## config.mk

```make
export PLATFORM = sky130hd
export DESIGN_NAME = slsl_lamps
export DESIGN_NICKNAME = d
export VERILOG_FILES = /design/src/slsl_pkg.sv /design/src/slsl_lamps.sv
export VERILOG_INCLUDE_DIRS = /design/src
export SDC_FILE = /design/constraint.sdc
export NUM_CORES = 1
export LEC_CHECK = 0
export BUFFER_PORTS_ARGS = -buffer_cell sky130_fd_sc_hd__buf_4
export CAP_MARGIN = 20
export CORE_MARGIN = 2
export CORE_UTILIZATION = 25
export DETAILED_ROUTE_END_ITERATION = 12
export GPL_TIMING_DRIVEN = 0
export PLACE_DENSITY = 0.55
export REMOVE_ABC_BUFFERS = 1
export SYNTH_ARGS = -nofsm -noshare
export SYNTH_HDL_FRONTEND = slang
export SYNTH_SLANG_ARGS = --single-unit
```

## constraint.sdc

```tcl
create_clock -name pclk -period 2.4 [get_ports pclk]
set_clock_uncertainty 0.05 [all_clocks]
set_input_delay 0.24 -clock pclk [delete_from_list [all_inputs] [get_ports pclk]]
set_output_delay 0.24 -clock pclk [all_outputs]
set_load 0.05 [all_outputs]
```

## src/slsl_params.svh

```systemverilog
// Constants for the status lamp block: register map, fields, timing.
// Included by the package and the lamp module; holds definitions only.
`ifndef SLSL_PARAMS_SVH
`define SLSL_PARAMS_SVH

`define SLSL_CLK_HZ 20000000
`define SLSL_FAST_HALF_MS 100
`define SLSL_SLOW_RATIO 4
`define SLSL_FAST_HALF_CYC (`SLSL_FAST_HALF_MS * (`SLSL_CLK_HZ / 1000))

`define SLSL_SETUP_BLOCK_ID 8'hff

`define SLSL_ADDR_W 8
`define SLSL_OFS_CTRL 8'h00
`define SLSL_OFS_STATUS 8'h04
`define SLSL_OFS_INPUTS 8'h08

`define SLSL_CTRL_VARIANT 0
`define SLSL_CTRL_LAMP_TEST 1
`define SLSL_CTRL_RESET 2'h0

`define SLSL_ST_HEALTH 0
`define SLSL_ST_FAULT 1
`define SLSL_ST_SETUP 2
`define SLSL_ST_BPLANE 3
`define SLSL_ST_PERR 4
`define SLSL_ST_SEND 6
`define SLSL_ST_RECV 8
`define SLSL_ST_TRAF 10

`define SLSL_IN_CTS 0

`endif

```

## src/slsl_pkg.sv

```systemverilog
// Types shared by the status lamp block.
// Assumes slsl_params.svh sits in the same folder.
`include "slsl_params.svh"

package slsl_pkg;
  typedef enum logic {
    SLSL_VAR_SPLIT,
    SLSL_VAR_COMBINED
  } slsl_variant_e;

  typedef enum logic [1:0] {
    SLSL_SETUP_IDLE,
    SLSL_SETUP_ARM,
    SLSL_SETUP_ON,
    SLSL_SETUP_OFF
  } slsl_setup_e;

  typedef logic [1:0] slsl_port_t;
endpackage

```

## src/slsl_lamps.sv

```systemverilog
// Front panel status lamp driver for a two-port serial module, with APB registers.
// Assumes status inputs come from logic on pclk; the CTS pins come from outside.
// How it works
// Health lamp blinks fast while transfers with the host succeed.
// Health lamp steady on when powered but otherwise not operating normally.
// Health lamp off when transfers fail, host programming or faulted; the code does not darken it on diag_fault.
// Fault lamp off without diagnostic problem, steady on once one is found.
// Setup lamp off with no configuration activity and no configuration error.
// Setup lamp blinks once per configuration block carrying identifier 255; the code queues at most one more blink while a blink runs.
// Setup lamp steady on while port or system configuration error exists.
// Backplane lamp on when transfers failed, off while they proceed.
// First variant never lights the backplane lamp.
// Port error lamp off while that port transfers without errors.
// Port error lamp blinks while sporadic communication errors occur.
// Port error lamp steady on with port or system configuration error.
// Port error lamp steady on while its CTS input is not asserted.
// Port error lamp steady on when slave communication fails.
// Port error lamp steady on when master errors recur.
// First variant blinks the send lamp while the port transmits.
// First variant blinks the receive lamp while the port receives.
// Second variant blinks one traffic lamp while the port sends or receives.
// Fast and normal blink rates come from parameterised clock prescalers.
// Single-event blinks last at least one full visible on-off period.
`timescale 1ns/1ns
`default_nettype none
`include "slsl_params.svh"

module slsl_lamps #(
  parameter int unsigned FAST_HALF_CYC = `SLSL_FAST_HALF_CYC,
  parameter int unsigned SLOW_RATIO = `SLSL_SLOW_RATIO,
  parameter int unsigned PORTS = 2
) (
  input wire logic pclk,
  input wire logic presetn,
  input wire logic clk_en,
  input wire logic psel,
  input wire logic penable,
  input wire logic pwrite,
  input wire logic [`SLSL_ADDR_W-1:0] paddr,
  input wire logic [31:0] pwdata,
  output logic [31:0] prdata,
  output logic pready,
  output logic pslverr,
  input wire logic xfer_ok,
  input wire logic xfer_fail,
  input wire logic host_program_state,
  input wire logic diag_fault,
  input wire logic cfg_blk_valid,
  input wire logic [7:0] cfg_blk_id,
  input wire logic port_cfg_err,
  input wire logic sys_cfg_err,
  input wire slsl_pkg::slsl_port_t cts_pin,
  input wire slsl_pkg::slsl_port_t comm_err_event,
  input wire slsl_pkg::slsl_port_t slave_comm_fail,
  input wire slsl_pkg::slsl_port_t master_err_recur,
  input wire slsl_pkg::slsl_port_t tx_active,
  input wire slsl_pkg::slsl_port_t rx_active,
  output logic transfer_health_lamp,
  output logic fault_lamp,
  output logic setup_lamp,
  output logic backplane_failure_lamp,
  output logic port1_fault_lamp,
  output logic port2_fault_lamp,
  output logic port1_send_lamp,
  output logic port2_send_lamp,
  output logic port1_receive_lamp,
  output logic port2_receive_lamp,
  output logic port1_traffic_lamp,
  output logic port2_traffic_lamp
);
  import slsl_pkg::*;

  localparam int unsigned FAST_W = $clog2(FAST_HALF_CYC + 1);
  localparam int unsigned SLOW_W = $clog2(SLOW_RATIO + 1);
  localparam logic [FAST_W-1:0] FAST_LAST = FAST_W'(FAST_HALF_CYC - 1);
  localparam logic [SLOW_W-1:0] SLOW_LAST = SLOW_W'(SLOW_RATIO - 1);
  // Two slow half periods make one full visible blink
  localparam logic [1:0] HOLD_TICKS = 2'h2;

  logic [1:0] ctrl_reg;
  logic [31:0] prdata_reg;
  logic [FAST_W-1:0] fast_cnt_reg;
  logic [SLOW_W-1:0] slow_cnt_reg;
  logic fast_phase_reg;
  logic slow_phase_reg;
  logic fast_tick;
  logic slow_tick;
  slsl_port_t cts_meta_reg;
  slsl_port_t cts_sync_reg;
  slsl_setup_e setup_state_reg;
  slsl_setup_e setup_next;
  logic setup_pend_reg;
  logic setup_hit;
  logic [1:0] err_hold_reg [PORTS];
  logic [1:0] tx_hold_reg [PORTS];
  logic [1:0] rx_hold_reg [PORTS];
  logic cfg_err;
  logic combined;
  logic health_next;
  logic setup_next_lamp;
  logic bplane_next;
  slsl_port_t perr_next;
  slsl_port_t send_next;
  slsl_port_t recv_next;
  slsl_port_t traf_next;
  logic apb_write;
  logic [11:0] lamp_vec;

  // Reloads an activity hold to a full period or counts it down on slow ticks
  function automatic logic [1:0] hold_step(
    input logic [1:0] cur,
    input logic event_in,
    input logic tick
  );
    logic [1:0] nxt;
    nxt = cur;
    if (event_in)
    begin
      nxt = HOLD_TICKS;
    end
    else if (tick && (cur != 2'h0))
    begin
      nxt = cur - 2'h1;
    end
    return nxt;
  endfunction

  function automatic logic addr_known(input logic [`SLSL_ADDR_W-1:0] a);
    return (a == `SLSL_OFS_CTRL) || (a == `SLSL_OFS_STATUS) ||
      (a == `SLSL_OFS_INPUTS);
  endfunction

  assign combined = ctrl_reg[`SLSL_CTRL_VARIANT];
  assign cfg_err = port_cfg_err | sys_cfg_err;

  // APB slave: zero wait states while enabled; a frozen block holds the access
  assign pready = clk_en;
  assign pslverr = psel & penable & ~addr_known(paddr);
  assign prdata = prdata_reg;
  assign apb_write = psel & penable & pwrite & clk_en;

  always_ff @(posedge pclk or negedge presetn)
  begin
    if (!presetn)
    begin
      ctrl_reg <= `SLSL_CTRL_RESET;
    end
    else if (apb_write && (paddr == `SLSL_OFS_CTRL))
    begin
      ctrl_reg <= pwdata[1:0];
    end
  end

  // Read data is captured in the setup cycle so it is stable for the access
  always_ff @(posedge pclk or negedge presetn)
  begin
    if (!presetn)
    begin
      prdata_reg <= 32'h0;
    end
    else if (clk_en && psel && !penable)
    begin
      prdata_reg <= 32'h0;
      if (!pwrite)
      begin
        unique case (paddr)
          `SLSL_OFS_CTRL: prdata_reg[1:0] <= ctrl_reg;
          `SLSL_OFS_STATUS: prdata_reg[11:0] <= lamp_vec;
          `SLSL_OFS_INPUTS: prdata_reg[1:0] <= cts_sync_reg;
          default: prdata_reg <= 32'h0;
        endcase
      end
    end
  end

  // CTS pins are asynchronous to pclk
  always_ff @(posedge pclk or negedge presetn)
  begin
    if (!presetn)
    begin
      cts_meta_reg <= 2'h0;
      cts_sync_reg <= 2'h0;
    end
    else if (clk_en)
    begin
      cts_meta_reg <= cts_pin;
      cts_sync_reg <= cts_meta_reg;
    end
  end

  // Blink prescalers; slow rate is a whole multiple of the fast one
  assign fast_tick = (fast_cnt_reg == FAST_LAST);
  assign slow_tick = fast_tick && (slow_cnt_reg == SLOW_LAST);

  always_ff @(posedge pclk or negedge presetn)
  begin
    if (!presetn)
    begin
      fast_cnt_reg <= '0;
      slow_cnt_reg <= '0;
      fast_phase_reg <= 1'b0;
      slow_phase_reg <= 1'b0;
    end
    else if (clk_en)
    begin
      fast_cnt_reg <= fast_tick ? '0 : fast_cnt_reg + FAST_W'(1);
      if (fast_tick)
      begin
        fast_phase_reg <= ~fast_phase_reg;
        slow_cnt_reg <= (slow_cnt_reg == SLOW_LAST) ? '0 : slow_cnt_reg + SLOW_W'(1);
      end
      if (slow_tick)
      begin
        slow_phase_reg <= ~slow_phase_reg;
      end
    end
  end

  // Setup lamp single blink sequencer
  assign setup_hit = cfg_blk_valid && (cfg_blk_id == `SLSL_SETUP_BLOCK_ID);

  always_comb
  begin
    setup_next = setup_state_reg;
    unique case (setup_state_reg)
      SLSL_SETUP_IDLE:
      begin
        if (setup_hit || setup_pend_reg)
        begin
          setup_next = SLSL_SETUP_ARM;
        end
      end
      // Align to a tick so the on half is never cut short
      SLSL_SETUP_ARM:
      begin
        if (slow_tick)
        begin
          setup_next = SLSL_SETUP_ON;
        end
      end
      SLSL_SETUP_ON:
      begin
        if (slow_tick)
        begin
          setup_next = SLSL_SETUP_OFF;
        end
      end
      SLSL_SETUP_OFF:
      begin
        if (slow_tick)
        begin
          setup_next = SLSL_SETUP_IDLE;
        end
      end
    endcase
  end

  always_ff @(posedge pclk or negedge presetn)
  begin
    if (!presetn)
    begin
      setup_state_reg <= SLSL_SETUP_IDLE;
    end
    else if (clk_en)
    begin
      setup_state_reg <= setup_next;
    end
  end

  // A block arriving mid-blink queues one more blink; one arriving as the queued blink is taken is lost
  always_ff @(posedge pclk or negedge presetn)
  begin
    if (!presetn)
    begin
      setup_pend_reg <= 1'b0;
    end
    else if (clk_en)
    begin
      if (setup_hit && (setup_state_reg != SLSL_SETUP_IDLE))
      begin
        setup_pend_reg <= 1'b1;
      end
      else if (setup_state_reg == SLSL_SETUP_IDLE)
      begin
        setup_pend_reg <= 1'b0;
      end
    end
  end

  // Per-port activity and error holds
  always_ff @(posedge pclk or negedge presetn)
  begin
    if (!presetn)
    begin
      for (int i = 0; i < PORTS; i++)
      begin
        err_hold_reg[i] <= 2'h0;
        tx_hold_reg[i] <= 2'h0;
        rx_hold_reg[i] <= 2'h0;
      end
    end
    else if (clk_en)
    begin
      for (int i = 0; i < PORTS; i++)
      begin
        err_hold_reg[i] <= hold_step(err_hold_reg[i], comm_err_event[i], slow_tick);
        tx_hold_reg[i] <= hold_step(tx_hold_reg[i], tx_active[i], slow_tick);
        rx_hold_reg[i] <= hold_step(rx_hold_reg[i], rx_active[i], slow_tick);
      end
    end
  end

  // Lamp decisions
  always_comb
  begin
    if (xfer_fail || host_program_state)
    begin
      health_next = 1'b0;
    end
    else if (xfer_ok)
    begin
      health_next = fast_phase_reg;
    end
    else
    begin
      health_next = 1'b1;
    end
    if (cfg_err)
    begin
      setup_next_lamp = 1'b1;
    end
    else
    begin
      setup_next_lamp = (setup_state_reg == SLSL_SETUP_ON);
    end
    bplane_next = combined && (xfer_fail || host_program_state);
    for (int i = 0; i < PORTS; i++)
    begin
      if (cfg_err || !cts_sync_reg[i] || slave_comm_fail[i] || master_err_recur[i])
      begin
        perr_next[i] = 1'b1;
      end
      else if (err_hold_reg[i] != 2'h0)
      begin
        perr_next[i] = slow_phase_reg;
      end
      else
      begin
        perr_next[i] = 1'b0;
      end
      send_next[i] = !combined && (tx_hold_reg[i] != 2'h0) && fast_phase_reg;
      recv_next[i] = !combined && (rx_hold_reg[i] != 2'h0) && fast_phase_reg;
      traf_next[i] = combined && fast_phase_reg &&
        ((tx_hold_reg[i] != 2'h0) || (rx_hold_reg[i] != 2'h0));
    end
  end

  // Lamp outputs are registered so a changing cause never glitches a lamp
  always_ff @(posedge pclk or negedge presetn)
  begin
    if (!presetn)
    begin
      transfer_health_lamp <= 1'b0;
      fault_lamp <= 1'b0;
      setup_lamp <= 1'b0;
      backplane_failure_lamp <= 1'b0;
      port1_fault_lamp <= 1'b0;
      port2_fault_lamp <= 1'b0;
      port1_send_lamp <= 1'b0;
      port2_send_lamp <= 1'b0;
      port1_receive_lamp <= 1'b0;
      port2_receive_lamp <= 1'b0;
      port1_traffic_lamp <= 1'b0;
      port2_traffic_lamp <= 1'b0;
    end
    else if (clk_en)
    begin
      transfer_health_lamp <= health_next;
      fault_lamp <= diag_fault;
      setup_lamp <= setup_next_lamp;
      backplane_failure_lamp <= bplane_next;
      port1_fault_lamp <= perr_next[0];
      port2_fault_lamp <= perr_next[1];
      port1_send_lamp <= send_next[0];
      port2_send_lamp <= send_next[1];
      port1_receive_lamp <= recv_next[0];
      port2_receive_lamp <= recv_next[1];
      port1_traffic_lamp <= traf_next[0];
      port2_traffic_lamp <= traf_next[1];
    end
  end

  assign lamp_vec = {port2_traffic_lamp, port1_traffic_lamp, port2_receive_lamp,
    port1_receive_lamp, port2_send_lamp, port1_send_lamp, port2_fault_lamp, port1_fault_lamp,
    backplane_failure_lamp, setup_lamp, fault_lamp, transfer_health_lamp};

endmodule // slsl_lamps
`default_nettype wire

```

==> summary.txt <==
Run status
  • Status: complete, but fails checks
  • Failing checks: negative hold slack

Detailed routing
  • Via Count: 3000
  • Routed WL: 8.841 mm
  • Routed vias/inst: 4.777
  • DR iter-0 viols: 181
  • Drt pass-1 iters: 4
  • Avg WL per Cell: 14.08 um
  • Antenna Violating Nets Remaining: 0
  • Post-route DRC: 0
  • Met3 wire len: 348 um
  • Met2 Wirelength: 4.250 mm
  • Top Layer Used: met4
  • Met1 WL: 4.128 mm

Timing
  • RSZ-0062 raised after global routing: no
  • Worst-Margin Slew: 0.9327 ns
  • Tmin final: 2.234 ns
  • Max-slew headroom: 37.82%
  • Hold_ws: -0.02662 ns
  • Setup violators final: 0
  • Final slew viol count: 0
  • Fmax: 447.5 MHz
  • Final period util: 93.10%
  • Fin. Hold Viols: 11

Place
  • Final RePlAce weighted congestion: 0.7394
  • Placed cells: 606
  • DP Area: 4362 sq um
  • Port-buffer cells: 68
  • Dpl hpwl: 6.023 mm

Final layout
  • Final Net Count: 524
  • Post-Layout Inst Area: 4728 sq um
  • Share of layout cells above drive strength 1: 25.90%
  • Number of flip-flops under the largest register name: 21
  • Most frequent cells in the layout: buf_4 (73), dfrtp_1 (71), nor2_1 (26)
  • Core Util, Final: 32.29%
  • Final std cells w/o fill: 628
  • Area grow syn2layout: 25.59%
  • Number of fill cells in the layout: 1500
  • Most common cell after layout, fill and taps aside: buf_4
  • # diodes: 0

Power and ir drop
  • Worst vdd ir: 0.3112 mV
  • Static leakage power: 0.002172 uW
  • Reg power frac: 43.2%
  • Pint: 2267 uW
  • Clock share of power: 38.5%
  • Total net switching power: 996.2 uW
  • PD cells: 690.2 nW/um^2
  • Sw frac: 30.52%
  • Comb power frac: 18.3%

Floorplanning
  • Rows: 44
  • Die Span Y: 126.7 um
  • Die area: 16060 sq um
  • I/O pins: 119
  • Starting Density: 25.71%
  • Core Area: 14640 sq um
  • Die X: 126.7 um

Synthesis
  • Post-Synthesis Cells: 370
  • Avg Synthesized Cell Area: 10.18 sq um
  • Seq/Total Area, Yosys: 47.19%
  • Post-synth top flop: dfrtp_1
  • Mapped cell area: 3765 sq um
  • Post-synth ARST share: 100.0%
  • Netlist cell types: 54
  • Flops & latches, synth: 71
  • Number of synthesis warnings: 0
  • Post-synth EDFFs: 0

Min path
  • Hold Path Class: in -> async

Setup path
  • Data required, critical path: 2.56 ns
  • Crit Path Max Fanout: 10
  • CP Launch Type: flop
  • Critical path class: reg -> reg
  • CP arrival: 2.40 ns
  • CP Capture Type: flop

Clock network
  • CTS Sinks: 71
  • Worst-path clk slew: 0.06 ns
  • Clock Tree Buf Depth: 2
  • TritonCTS buffer count: 9
  • CTS tree: built
  • CTS H-tree lvls: 3
  • Worst skew pair latency: 0.33 ns
  • Clk root buf: clkbuf_16

Global route
  • Vias in the first global route: 3001
  • First-pass GRT wire length: 14.80 mm
  • Largest net degree at the start of global routing: 72
  • Grt ovf: 0
  • GRT Total Usage: 11.35%
  • Initial antenna violation count: 0

Flow run
  • Max-Cap Viols: 0
cell type report:
type | count | area (sq um) | area share [%]
timing repair buffer | 73 | 548.0 | 11.59
sequential | 71 | 1777 | 37.58
multi-input combinational | 261 | 1803 | 38.13
inverter | 23 | 86.33 | 1.826
clock inverter | 6 | 45.04 | 0.9526
tap | 184 | 230.2 | 4.869
clock buffer | 10 | 239.0 | 5.054
synthesized netlist by cell type (11+ instances only):
master	count	area, sq um
or4_1	12	90.09
inv_1	22	82.58
ha_1	12	150.1
nor2_1	26	97.59
a21oi_1	17	85.08
nand2_1	25	93.84
dfrtp_1	71	1777
buf_4	21	157.7
mux2_2	11	123.9
nand3_1	11	55.05
layer usage:
metal | vias to the layer above | GRT usage, %
met5 | - | 0
met4 | 0 | 5.042
met3 | 9 | 2.404
met2 | 70 | 18.79
met1 | 1495 | 14.33
li1 | 1426 | -
final timing paths:
kind,slack [ns],start,cells past startpoint,endpoint
worst min-delay path,-0.03,presetn,1,setup_state_reg[0]$_DFFE_PN0P_
worst max-delay path,0.17,fast_cnt_reg[7]$_DFFE_PN0P_,5,tx_hold_reg[0]$_DFFE_PN0P_
max in group asynchronous,1.69,presetn,1,fast_cnt_reg[4]$_DFFE_PN0P_
worst min register to register,0.43,prdata[0]$_DFFE_PN0P_,2,prdata[0]$_DFFE_PN0P_
min in group pclk,0.09,pwdata[1],2,ctrl_reg[1]$_DFFE_PN0P_
worst max register to register,0.17,fast_cnt_reg[7]$_DFFE_PN0P_,5,tx_hold_reg[0]$_DFFE_PN0P_
through the flow:
step | power [uW] | TNS [ns] | hold WS, ns | setup slack [ns]
6_report | 3264 | 0 | -0.02662 | 0.1656
3_5_place_dp | 2023 | -11.13 | 0.3872 | -0.6487
3_3_place_gp | 1992 | -8.721 | 0.3819 | -0.5408
5_1_grt | 3439 | 0 | 0.03946 | 0.02290
2_1_floorplan | 1809 | 0 | -0.1056 | 0.2115
4_1_cts | 3305 | 0 | 0.03121 | 0.08856
cell families (layout without fill, tap and decap cells):
group	Yosys count	after routing	share of synthesized area [%]
other	1	20	0.09961
multiplexers	19	19	5.450
AND/OR/NAND/NOR	126	127	18.91
AO/OA/AOI/OAI	68	68	12.86
adder cells (fa/ha/maj)	12	12	3.988
flip-flops	71	71	47.19
XOR/XNOR	15	15	3.490
buffers and inverters	58	112	8.009
power groups by stage:
stage               registers (uW)  logic, uW  clock network, uW
global placement              1420        570                  0
finish                        1410        596               1260
CTS                           1410        598               1300
floorplan                     1430        377                  0
detailed placement            1430        595                  0
global route                  1430        659               1350
worst max-delay path, cell delays in order (launching register included):
cell	delay [ns]
dfrtp_1	0.42
nor4bb_2	0.50
nand4_1	0.15
buf_4	0.22
or4_1	0.45
mux2_1	0.32
what timing repair did:
item / 4_1_cts / 5_1_grt
gates resized for setup: 2 / 5
hold buffers: 0 / 0
cloned: 1 / 0
pin swaps: 2 / 0
buffers inserted: 5 / 0
setup endpoints to repair: 27 / 14
Power figures use the tool's default switching activity.
